## src/include/secded_pkg.sv

```systemverilog
// Shared constants, carriers and code functions for the SECDED path.
// Assumes one system clock; included before every design file.
package secded_pkg;

   // ----------------------------------------------------------------
   // Widths and code layout
   // ----------------------------------------------------------------
   localparam int DATA_W     = 64;  // Message bits per codeword
   localparam int CHK_W      = 7;   // Hamming check bits
   localparam int CODE_W     = 72;  // Data, check bits, overall parity
   localparam int PARITY_BIT = 71;  // Overall parity position
   localparam int MSG_N      = 2;   // Messages per local word
   localparam int ADDR_W     = 24;  // Burst start address
   localparam int SIZE_W     = 2;   // Burst size count
   localparam int LOCAL_W    = 128; // Local data bus
   localparam int MEM_W      = 144; // Controller data bus
   localparam int FIFO_DEPTH = 16;  // Request buffer entries
   localparam int FIRST_POS  = 3;   // First Hamming position of data
   localparam int LAT_FULL   = 3;   // Read latency, input level kept
   localparam int LAT_SHORT  = 2;   // Read latency, input level removed
   localparam logic [SIZE_W-1:0] SIZE_ONE = 2'h1; // Fixed burst size

   // ----------------------------------------------------------------
   // Carriers
   // ----------------------------------------------------------------
   typedef struct packed {
      logic              rd;          // Read request
      logic              wr;          // Write request
      logic              burst_begin; // First beat of burst
      logic [SIZE_W-1:0] size;        // Burst size
      logic [ADDR_W-1:0] addr;        // Burst start address
      logic [MEM_W-1:0]  wdata;       // Two encoded codewords
   } mem_req_s;

   typedef struct packed {
      logic [CHK_W-1:0]  syn;  // Syndrome
      logic              perr; // Overall parity mismatch
      logic [DATA_W-1:0] msg;  // Received message
   } syn_s;

   typedef struct packed {
      logic              single; // One error, corrected
      logic              dbl;    // Two errors, left alone
      logic [DATA_W-1:0] msg;    // Corrected message
   } corr_s;

   // ----------------------------------------------------------------
   // Code functions
   // ----------------------------------------------------------------
   // Data bit k sits at the k-th position that is not a power of two,
   // so the xor of positions of set bits gives the check bits.
   function automatic logic [CHK_W-1:0] hamming_chk(input logic [DATA_W-1:0] d);
      logic [CHK_W-1:0] c;
      int               k;
      c = '0;
      k = 0;
      for (int p = FIRST_POS; p < CODE_W; p++) begin
         if ((p & (p - 1)) != 0) begin
            if (d[k]) c = c ^ CHK_W'(p);
            k++;
         end
      end
      return c;
   endfunction

   // One-hot mask of the data bit that a syndrome points at, or zero
   function automatic logic [DATA_W-1:0] data_mask(input logic [CHK_W-1:0] syn);
      logic [DATA_W-1:0] m;
      int                k;
      m = '0;
      k = 0;
      for (int p = FIRST_POS; p < CODE_W; p++) begin
         if ((p & (p - 1)) != 0) begin
            if (CHK_W'(p) == syn) m[k] = 1'b1;
            k++;
         end
      end
      return m;
   endfunction

   // Codeword: parity on top, check bits, then the message
   function automatic logic [CODE_W-1:0] encode(input logic [DATA_W-1:0] d);
      logic [CHK_W-1:0] c;
      c = hamming_chk(d);
      return {^{c, d}, c, d};
   endfunction

endpackage

```

## src/hdl/req_fifo.sv

```systemverilog
// Synchronous FIFO holding controller requests.
// Assumes one clock; out_data is valid while out_valid is high.
`timescale 1ns/1ps
`default_nettype none

module req_fifo #(
   parameter int WIDTH = 8,  // Entry width
   parameter int DEPTH = 16  // Entries, a power of two
) (
   input  wire logic             sys_clk_i,  // System clock
   input  wire logic             rstn_i,     // Async reset, active low
   input  wire logic             in_valid_i, // Entry offered
   output logic                  in_ready_o, // Room for an entry
   input  wire logic [WIDTH-1:0] in_data_i,  // Entry written
   output logic                  out_valid_o,// Entry waiting
   input  wire logic             out_ready_i,// Sink takes entry
   output logic [WIDTH-1:0]      out_data_o  // Oldest entry
);

   // ----------------------------------------------------------------
   // State
   // ----------------------------------------------------------------
   localparam int AW = $clog2(DEPTH);

   typedef struct packed {
      logic [AW:0] wr; // Write pointer with wrap bit
      logic [AW:0] rd; // Read pointer with wrap bit
   } fifo_s;

   fifo_s            st;          // Registered pointers
   fifo_s            next_st;     // Next pointers
   logic [WIDTH-1:0] mem [DEPTH]; // Entry storage, no reset needed
   logic             push;        // Entry written this cycle
   logic             pop;         // Entry read this cycle

   // Full when pointers differ only in the wrap bit
   assign in_ready_o  = !((st.wr[AW] != st.rd[AW]) && (st.wr[AW-1:0] == st.rd[AW-1:0]));
   assign out_valid_o = (st.wr != st.rd);
   assign out_data_o  = mem[st.rd[AW-1:0]];
   assign push        = in_valid_i && in_ready_o;
   assign pop         = out_valid_o && out_ready_i;

   // ----------------------------------------------------------------
   // Pointer update
   // ----------------------------------------------------------------
   always_comb begin
      next_st = st;
      if (push) next_st.wr = st.wr + 1'b1;
      if (pop) next_st.rd = st.rd + 1'b1;
   end

   // Pointers reset to empty
   always_ff @(posedge sys_clk_i or negedge rstn_i) begin
      if (!rstn_i) begin
         st <= '0;
      end else begin
         st <= next_st;
      end
   end

   // Storage write
   always_ff @(posedge sys_clk_i) begin
      if (push) mem[st.wr[AW-1:0]] <= in_data_i;
   end

endmodule

`default_nettype wire

```

## src/hdl/secded_memory_ecc_path.sv

```systemverilog
// SECDED protection between a local bus master and a 144-bit memory
// controller: write encoder with request buffer, read decoder-correctors.
// Assumes all inputs come from logic on sys_clk_i.
`timescale 1ns/1ps
`default_nettype none

// Behaviour
// - Decode 72-bit codeword to 64-bit message
// - Decoder forms syndrome, passes it with message
// - Three read levels; parameter drops first
// - Output valid pulses once per read word, both messages together
// - Flags appear with output valid
// - Flags: none, single corrected, double; never both
// - Flip erroneous data bit; check bit errors pass
// - Double error leaves message untouched
// - Wider errors seen as single get corrected
// - Forward 24-bit burst address to controller
// - Encode 128-bit write data to 144 bits
// - Decode 144-bit read data with valid strobe
// - Requests taken only while ready is high
// - Low-half flags describe bits 63:0
// - High-half flags describe bits 127:64
// - Forward burst-begin strobe with first beat
// - Burst size forwarded, or fixed at one
// - Two messages coded separately, then joined
// - Controls follow encoder, held while controller busy
// - Read latency three, or two clocks
module secded_memory_ecc_path #(
   parameter bit REG_INPUT_DEC  = 1'b1, // Keep read input level
   parameter bit SIZE_FIXED_ONE = 1'b0  // Burst size tied to one
) (
   input  wire logic                          sys_clk_i,              // System clock
   input  wire logic                          rstn_i,                 // Async reset, active low
   input  wire logic [secded_pkg::ADDR_W-1:0] local_addr_i,           // Burst start address
   input  wire logic                          local_burstbegin_i,     // First beat of burst
   input  wire logic                          local_read_req_i,       // Read request
   input  wire logic                          local_write_req_i,      // Write request
   input  wire logic [secded_pkg::SIZE_W-1:0] local_size_i,           // Burst size
   input  wire logic [secded_pkg::LOCAL_W-1:0] local_wdata_i,         // Write data
   output logic                               local_ready_o,          // Request taken when high
   output logic [secded_pkg::LOCAL_W-1:0]     local_rdata_o,          // Corrected read data
   output logic                               local_rdata_valid_o,    // Read data valid
   output logic                               low_half_single_flag_o, // Bits 63:0 corrected
   output logic                               low_half_double_flag_o, // Bits 63:0 uncorrectable
   output logic                               high_half_single_flag_o,// Bits 127:64 corrected
   output logic                               high_half_double_flag_o,// Bits 127:64 uncorrectable
   output logic [secded_pkg::ADDR_W-1:0]      ecc_addr_o,             // Address to controller
   output logic                               ecc_burstbegin_o,       // Burst begin to controller
   output logic                               ecc_read_req_o,         // Read request to controller
   output logic                               ecc_write_req_o,        // Write request to controller
   output logic [secded_pkg::SIZE_W-1:0]      ecc_size_o,             // Burst size to controller
   output logic [secded_pkg::MEM_W-1:0]       ecc_wdata_o,            // Encoded write data
   input  wire logic                          ecc_ready_i,            // Controller can take request
   input  wire logic [secded_pkg::MEM_W-1:0]  ecc_rdata_i,            // Raw read codewords
   input  wire logic                          ecc_rdata_valid_i       // Read codewords valid
);

   // ----------------------------------------------------------------
   // Constants and state
   // ----------------------------------------------------------------
   localparam int RD_LAT = REG_INPUT_DEC ? secded_pkg::LAT_FULL : secded_pkg::LAT_SHORT;

   // Every register outside the request buffer lives here
   typedef struct packed {
      logic                               enc_v;  // Encoder stage full
      secded_pkg::mem_req_s               enc;    // Encoded request
      logic                               in_v;   // Read input level valid
      logic [secded_pkg::MEM_W-1:0]       in_cw;  // Read input codewords
      logic                               syn_v;  // Syndrome level valid
      secded_pkg::syn_s [secded_pkg::MSG_N-1:0]  syn; // Per-message syndrome
      logic                               out_v;  // Output level valid
      secded_pkg::corr_s [secded_pkg::MSG_N-1:0] out; // Per-message result
   } state_s;

   state_s st;      // Registered state
   state_s next_st; // Next state

   // Combinational helpers
   logic                                      fifo_in_ready; // Buffer has room
   logic                                      fifo_out_v;    // Request waiting
   secded_pkg::mem_req_s                      head;          // Oldest request
   logic [secded_pkg::MEM_W-1:0]              enc_cw;        // Encoded write word
   logic                                      dec_v;         // Decoder input valid
   logic [secded_pkg::MEM_W-1:0]              dec_cw;        // Decoder input word
   secded_pkg::syn_s [secded_pkg::MSG_N-1:0]  syn_calc;      // Fresh syndromes
   secded_pkg::corr_s [secded_pkg::MSG_N-1:0] corr_calc;     // Fresh corrections

   // ----------------------------------------------------------------
   // Write side handshake
   // ----------------------------------------------------------------
   // The encoder stage may load when empty or when it moves on.
   // Combinational ready saves a cycle of
   // back-pressure; the cost is a path
   // from the buffer's full flag to the
   // master.
   assign local_ready_o = !st.enc_v || fifo_in_ready;

   // ----------------------------------------------------------------
   // Read side input select
   // ----------------------------------------------------------------
   // Without the input level the decoder sees the controller directly.
   // That saves a clock of latency but
   // puts the syndrome logic right
   // behind the controller's flops.
   assign dec_v  = REG_INPUT_DEC ? st.in_v : ecc_rdata_valid_i;
   assign dec_cw = REG_INPUT_DEC ? st.in_cw : ecc_rdata_i;

   // ----------------------------------------------------------------
   // Per-message encode, decode and correct
   // ----------------------------------------------------------------
   for (genvar g = 0; g < secded_pkg::MSG_N; g++) begin : g_msg
      logic [secded_pkg::CODE_W-1:0] cw; // This message's codeword
      secded_pkg::syn_s              s;  // Registered syndrome

      assign cw = dec_cw[g*secded_pkg::CODE_W +: secded_pkg::CODE_W];
      assign s  = st.syn[g];

      // Each half of the local word is its own codeword
      assign enc_cw[g*secded_pkg::CODE_W +: secded_pkg::CODE_W] =
         secded_pkg::encode(local_wdata_i[g*secded_pkg::DATA_W +: secded_pkg::DATA_W]);

      // Recomputed check bits xor received ones give the syndrome
      assign syn_calc[g].syn  = secded_pkg::hamming_chk(cw[secded_pkg::DATA_W-1:0]) ^
                                cw[secded_pkg::PARITY_BIT-1:secded_pkg::DATA_W];
      assign syn_calc[g].perr = ^cw;
      assign syn_calc[g].msg  = cw[secded_pkg::DATA_W-1:0];

      // Odd parity means one error; check-bit positions give no mask.
      // Three flips can look like one:
      // the code cannot tell, so the
      // correction goes ahead anyway.
      assign corr_calc[g].single = s.perr;
      assign corr_calc[g].dbl    = !s.perr && (s.syn != '0);
      assign corr_calc[g].msg    = s.perr ? (s.msg ^ secded_pkg::data_mask(s.syn)) : s.msg;
   end

   // ----------------------------------------------------------------
   // Next state
   // ----------------------------------------------------------------
   always_comb begin
      next_st = st;

      // Encoder stage loads whenever local_ready_o is high, request or not.
      // Fields are copied even when idle;
      // only enc_v says they mean anything.
      if (local_ready_o) begin
         next_st.enc_v           = local_read_req_i || local_write_req_i;
         next_st.enc.rd          = local_read_req_i;
         next_st.enc.wr          = local_write_req_i;
         next_st.enc.burst_begin = local_burstbegin_i;
         next_st.enc.size        = SIZE_FIXED_ONE ? secded_pkg::SIZE_ONE : local_size_i;
         next_st.enc.addr        = local_addr_i;
         next_st.enc.wdata       = enc_cw;
      end
      // Otherwise the stage holds while the buffer is full

      // Input level; constant zero when the level is removed
      next_st.in_v  = REG_INPUT_DEC && ecc_rdata_valid_i;
      next_st.in_cw = REG_INPUT_DEC ? ecc_rdata_i : '0;

      // Syndrome level takes a word only when one is valid
      next_st.syn_v = dec_v;
      if (dec_v) next_st.syn = syn_calc;

      // Output level: valid lasts one cycle per word
      next_st.out_v = st.syn_v;
      for (int g = 0; g < secded_pkg::MSG_N; g++) begin
         if (st.syn_v) begin
            next_st.out[g] = corr_calc[g];
         end else begin
            // Flags drop between words, data holds
            next_st.out[g].single = 1'b0;
            next_st.out[g].dbl    = 1'b0;
         end
      end
   end

   // ----------------------------------------------------------------
   // State register
   // ----------------------------------------------------------------
   // Reset clears every valid and every flag at once.
   // Release is expected to be timed
   // to the clock by the system.
   always_ff @(posedge sys_clk_i or negedge rstn_i) begin
      if (!rstn_i) begin
         st <= '0;
      end else begin
         st <= next_st;
      end
   end

   // ----------------------------------------------------------------
   // Request buffer toward the controller
   // ----------------------------------------------------------------
   // Sixteen entries absorb controller stalls so the master keeps
   // streaming; back-pressure reaches it through local_ready_o.
   req_fifo #(
      .WIDTH ($bits(secded_pkg::mem_req_s)),
      .DEPTH (secded_pkg::FIFO_DEPTH)
   ) u_req_fifo (
      .sys_clk_i   (sys_clk_i),
      .rstn_i      (rstn_i),
      .in_valid_i  (st.enc_v),
      .in_ready_o  (fifo_in_ready),
      .in_data_i   (st.enc),
      .out_valid_o (fifo_out_v),
      .out_ready_i (ecc_ready_i),
      .out_data_o  (head)
   );

   // ----------------------------------------------------------------
   // Outputs
   // ----------------------------------------------------------------
   // Head entry stays in place until the controller is ready
   assign ecc_read_req_o   = fifo_out_v && head.rd;
   assign ecc_write_req_o  = fifo_out_v && head.wr;
   assign ecc_burstbegin_o = fifo_out_v && head.burst_begin;
   assign ecc_size_o       = head.size;
   assign ecc_addr_o       = head.addr;
   assign ecc_wdata_o      = head.wdata;

   // Halves rejoin in the order they were split.
   // Data holds between words; only
   // the strobe and flags say when
   // a word is new.
   assign local_rdata_o           = {st.out[1].msg, st.out[0].msg};
   assign local_rdata_valid_o     = st.out_v;
   assign low_half_single_flag_o  = st.out[0].single;
   assign low_half_double_flag_o  = st.out[0].dbl;
   assign high_half_single_flag_o = st.out[1].single;
   assign high_half_double_flag_o = st.out[1].dbl;

   // ----------------------------------------------------------------
   // Checks
   // ----------------------------------------------------------------
   // The checks below watch the block's
   // ports and state.
   // Data checks look back by the read
   // latency, so they follow the
   // input level parameter.

   // Read-valid emerges exactly the read latency later
   AST_READ_LATENCY: assert property (@(posedge sys_clk_i) disable iff (!rstn_i)
      ecc_rdata_valid_i |-> ##RD_LAT local_rdata_valid_o)
      else $error("read valid not delivered at latency");

   // A valid never appears without a cause, so it is one pulse each
   AST_VALID_PULSE: assert property (@(posedge sys_clk_i) disable iff (!rstn_i)
      local_rdata_valid_o |-> $past(ecc_rdata_valid_i, RD_LAT))
      else $error("read valid without matching input");

   // Flags only ride on a valid word
   AST_FLAGS_WITH_VALID: assert property (@(posedge sys_clk_i) disable iff (!rstn_i)
      (low_half_single_flag_o || low_half_double_flag_o ||
       high_half_single_flag_o || high_half_double_flag_o) |-> local_rdata_valid_o)
      else $error("error flag outside read valid");

   // Single and double never together
   AST_FLAGS_EXCLUSIVE: assert property (@(posedge sys_clk_i) disable iff (!rstn_i)
      !(low_half_single_flag_o && low_half_double_flag_o) &&
      !(high_half_single_flag_o && high_half_double_flag_o))
      else $error("single and double flag both high");

   // Without a single error the low message passes untouched
   AST_LOW_PASS: assert property (@(posedge sys_clk_i) disable iff (!rstn_i)
      (local_rdata_valid_o && !low_half_single_flag_o) |->
      local_rdata_o[63:0] == $past(ecc_rdata_i[63:0], RD_LAT))
      else $error("low message altered without single error");

   // A single error changes at most one bit of the high message
   AST_HIGH_ONE_FLIP: assert property (@(posedge sys_clk_i) disable iff (!rstn_i)
      (local_rdata_valid_o && high_half_single_flag_o) |->
      $countones(local_rdata_o[127:64] ^ $past(ecc_rdata_i[135:72], RD_LAT)) <= 1)
      else $error("correction changed more than one bit");

   // A stalled request keeps its address and data
   AST_HOLD_STALL: assert property (@(posedge sys_clk_i) disable iff (!rstn_i)
      ((ecc_write_req_o || ecc_read_req_o) && !ecc_ready_i) |=>
      ((ecc_write_req_o || ecc_read_req_o) && $stable(ecc_addr_o) && $stable(ecc_wdata_o)))
      else $error("request changed while controller busy");

   // Each written codeword carries even overall parity
   AST_WRITE_PARITY: assert property (@(posedge sys_clk_i) disable iff (!rstn_i)
      ecc_write_req_o |-> (^ecc_wdata_o[71:0] == 1'b0) && (^ecc_wdata_o[143:72] == 1'b0))
      else $error("encoded write word has odd parity");

   // A taken write reaches the controller request line within 21 cycles
   AST_WRITE_REACHES: assert property (@(posedge sys_clk_i) disable iff (!rstn_i)
      (local_write_req_i && local_ready_o && ecc_ready_i) |=> ##[0:20] ecc_write_req_o)
      else $error("accepted write never forwarded");

   // Burst begin never travels alone
   AST_BURST_WITH_REQ: assert property (@(posedge sys_clk_i) disable iff (!rstn_i)
      ecc_burstbegin_o |-> (ecc_read_req_o || ecc_write_req_o))
      else $error("burst begin without request");

   // Tied size reads one on every read request
   AST_SIZE_TIED: assert property (@(posedge sys_clk_i) disable iff (!rstn_i)
      (SIZE_FIXED_ONE && ecc_read_req_o) |-> (ecc_size_o == secded_pkg::SIZE_ONE))
      else $error("burst size not tied");

   // An empty stage always takes
   AST_READY_EMPTY: assert property (@(posedge sys_clk_i) disable iff (!rstn_i)
      !st.enc_v |-> local_ready_o)
      else $error("ready low with empty stage");

   // No single error: high half raw
   AST_HIGH_PASS: assert property (@(posedge sys_clk_i) disable iff (!rstn_i)
      (local_rdata_valid_o && !high_half_single_flag_o) |->
      local_rdata_o[127:64] == $past(ecc_rdata_i[135:72], RD_LAT))
      else $error("high message altered");

   // Low correction flips at most one bit
   AST_LOW_ONE_FLIP: assert property (@(posedge sys_clk_i) disable iff (!rstn_i)
      (local_rdata_valid_o && low_half_single_flag_o) |->
      $countones(local_rdata_o[63:0] ^ $past(ecc_rdata_i[63:0], RD_LAT)) <= 1)
      else $error("low correction too wide");

   // Reset keeps valid and flags low
   AST_RESET_CLEAR: assert property (@(posedge sys_clk_i)
      !rstn_i |-> !(local_rdata_valid_o || low_half_single_flag_o ||
      low_half_double_flag_o || high_half_single_flag_o || high_half_double_flag_o))
      else $error("valid or flag high in reset");

endmodule

`default_nettype wire

```

## config.mk

```make
export PLATFORM = sky130hd
export DESIGN_NAME = secded_memory_ecc_path
export DESIGN_NICKNAME = d
export VERILOG_FILES = /design/src/include/secded_pkg.sv /design/src/hdl/req_fifo.sv /design/src/hdl/secded_memory_ecc_path.sv
export SDC_FILE = /design/constraint.sdc
export NUM_CORES = 2
export LEC_CHECK = 0
export BUFFER_PORTS_ARGS = -buffer_cell sky130_fd_sc_hd__buf_2
export CORE_ASPECT_RATIO = 0.7
export CORE_MARGIN = 3
export CORE_UTILIZATION = 45
export CTS_CLUSTER_DIAMETER = 30
export CTS_CLUSTER_SIZE = 16
export DETAILED_ROUTE_END_ITERATION = 6
export GPL_TIMING_DRIVEN = 0
export PLACE_DENSITY = 0.64
export SKIP_CTS_REPAIR_TIMING = 1
export SLEW_MARGIN = 20
export SYNTH_ARGS = -nofsm -noshare
export SYNTH_HDL_FRONTEND = slang
export SYNTH_SLANG_ARGS = --single-unit
```

## constraint.sdc

```tcl
create_clock -name sys_clk_i -period 34.5 [get_ports sys_clk_i]
set_input_delay 0 -clock sys_clk_i [delete_from_list [all_inputs] [get_ports sys_clk_i]]
set_output_delay 0 -clock sys_clk_i [all_outputs]
set_load 0.01 [all_outputs]
```

==> reports/qor.csv <==
metric;value;unit
outcome;complete, no violations;
gpl congestion;0.876;
post-synthesis cell type count;40;
Critical R2R Launch;u_req_fifo.st[7];
YS warnings;0;
root buffer cell;clkbuf_16;
share of cells above drive strength 1;33.9;%
critical path's slowest cell;clkbuf_1;
Critical Path RT;34.50;ns
total number of vias;72200;
Final Hold Vio Count;0;
CTS tree;built;
Area contributors post-synth;edfxtp_1, mux4_2, dfrtp_1;
Placed Area;146000;um2
Congestion Overflow GR;0;
Peak Freq;196;MHz
die extent in x;654;um
syn_nets;6827;
H-Tree Depth;5;
cell taking the most area after synthesis;edfxtp_1;
Pleak;59.7;nW
hpwl dp;256000;um
first-pass GRT wire length;533000;um
initial detailed-routing violation count;8070;
Max-slew headroom;17.2;%
Buf/Inv on CP;4;
worst path arrival time;5.10;ns
kind of critical path;register to output port;
Reg2Reg Depth;14;
worst-path maximum fanout;10;
register area share after synthesis;74.2;%
RSZ-0062 raised after global routing;false;
total routed wirelength;385000;um
number of port buffers;611;
FF+latch area;98300;um2
number of cells after detailed placement;11300;
Mapped Avg Cell Area;20.3;um2
worst vdd ir;57.7;uV
Pre-Repair DR Iteration Count;7;
Longest Clk Path Bufs;4;
post-synthesis cell count;6517;
vias per inst;5.65;
Non-Filler Instances;12800;
Hold Crit Class;primary input to register;
worst setup path start;u_req_fifo.st[0];
Stages on worst setup path;6;
Final period util;14.8;%
fill cell count;20800;
vias in the first global route;71900;
Max Clock Skew;0.103;ns
Power Density;91.5;nW/um2
Post-Syn Area;132000;um2
die height;460;um
Worst Max-Slew Pin Slew;1.24;ns
Final nets;8818;
DRC Markers;0;
number of synthesized register bits;3375;
Layout area overhead;27.8;%
Multi-input gate area;32100;um2
Std-Cell Rows;165;
R2R Path End;u_req_fifo.mem[1][109];
GRT Total Usage;25.0;%
crit-path max cell delay;0.89;ns
fin crit period;5.10;ns
Clk Latency, worst-skew pair;0.93;ns
core area;291000;um2
initial antenna violation count;22;
clock sinks;3375;
Slew Limit Fails;0;
Setup Viol. Count Final;0;
Die ar.;301000;um2
Critical Path, Cell by Cell;clkbuf_1 -> clkbuf_2 -> clkbuf_1 -> mux4_2 -> mux4_2 -> buf_2;
Startpoint Class;register;
MaxCap Viol Count;0;
Post-DRT Antenna Nets;0;
top-area cell type share of the netlist area;62.8;%
# IOs;612;
TritonCTS buffer count;488;
Total Neg Setup Slack;0;ns
family with the most delay on the worst path;buffers and inverters;
crit path to;ecc_wdata_o[47];
largest net degree at the start of global routing;106;
clock slew at reported path FFs;0.06;ns
fin area;169000;um2
most common cell after layout, fill and taps aside;edfxtp_1;
Starting Density;45.5;%
r2r setup slk;30.36;ns
drt wl/cell;30.1;um
most frequent cells in the layout;edfxtp_1, mux4_2, buf_2, dfrtp_1, dlygate4sd3_1;
Crit. End Element;output port;
-- sequential cells by signal, indices dropped and copies added, names as in the netlist --
| name | flops |
|---|---|
| st | 174 |
| u_req_fifo.st | 10 |
| dec_cw | 144 |
| corr_calc | 2 |
| high_half_double_flag_o | 1 |
| dec_v | 1 |
| next_st | 1 |
| u_req_fifo.mem | 2768 |
| local_rdata_o | 128 |
| g_msg.s | 142 |
| low_half_single_flag_o | 1 |
| high_half_single_flag_o | 1 |
| low_half_double_flag_o | 1 |
| local_rdata_valid_o | 1 |
-- metrics by stage --
stage	setup slack [ns]	hold WS (ns)	total power, W	util [%]
final	29.40	0.0233	0.0155	58.2
after detailed placement	29.94	-0.0824	0.0103	50.1
after CTS	28.92	-1.08	0.0155	56.1
after global routing	29.19	0.00573	0.0160	58.2
after global placement	2.52	0.109	0.0104	48.2
after floorplan	20.56	-0.296	0.00836	-
-- metal layers --
layer | up-vias | global-route usage, % | wire, um
li1 | 29700 | - | -
met1 | 38200 | 33.9 | 149000
met2 | 3668 | 41.6 | 192000
met3 | 640 | 4.63 | 32400
met4 | 0 | 7.31 | 11700
met5 | - | 0 | 0
-- worst register-to-register path, stage by stage, from the launching register on --
cell,delay [ns]
dfrtp_1,0.34
clkbuf_1,0.46
xnor2_1,0.13
nand4_1,0.14
nor2b_1,0.08
nor2b_1,0.11
clkbuf_1,0.30
nand2_1,0.32
nor3_2,0.61
buf_4,0.34
buf_4,0.24
buf_4,0.19
buf_4,0.21
buf_6,0.17
buf_4,0.20
-- cell families (layout without fill, tap and decap cells) --
kind of cell	Yosys count	count (layout)	share of synthesized area, %
muxes	997	997	15.8
adders and majority gates	5	5	0.0472
AOI/OAI and AO/OA	159	159	0.606
buffers and inverters	439	2861	1.61
and+or+nand+nor	878	878	2.66
xor gates and xnor gates	664	664	5.01
other	0	8	0
DFF	3375	3375	74.2
-- cells in the mapped netlist (all sizes together) --
cell / number
nor3: 15
xor3: 1
nor3b: 3
or3: 3
nor2b: 17
or3b: 3
o21ai: 8
mux4: 865
buf: 200
dfrtp: 607
xnor3: 57
mux2: 132
a211oi: 1
xnor2: 459
edfxtp: 2768
nand4b: 1
and3b: 3
xor2: 147
ha: 5
nor2: 221
nand2: 565
nor4: 3
nand3b: 2
or2: 1
nand4: 5
and2: 11
nand2b: 8
a311oi: 1
clkbuf: 235
and3: 4
nand3: 12
inv: 4
a21oi: 149
and4b: 1
-- layout make-up --
type | instances | share of cell area (%)
buffer | 435 | 1.32
clock buffer | 560 | 7.61
clock inverter | 361 | 2.73
antenna | 8 | 0.0118
sequential | 3375 | 58.1
tap | 3841 | 2.84
multi-input combinational | 2703 | 19.0
inverter | 4 | 0.00887
timing repair buffer | 1501 | 8.40
-- worst min-delay path by stage --
stage,start,to,slack [ns],cells after the start
after floorplan,rstn_i,corr_calc[131],-0.30,0
after global placement,ecc_rdata_valid_i,dec_v,0.11,1
after detailed placement,rstn_i,local_rdata_o[22],-0.08,1
after CTS,rstn_i,local_rdata_o[22],-1.08,1
after global routing,local_wdata_i[2],st[425],0.006,4
final,local_wdata_i[1],st[424],0.02,4
-- power breakdown --
part           total, W  internal [W]  switching, W
combinational   0.00458       0.00204       0.00254
clock           0.00521       0.00326       0.00195
sequential      0.00570       0.00530      0.000398
Note: power is estimated with default switching activity, not from simulation.
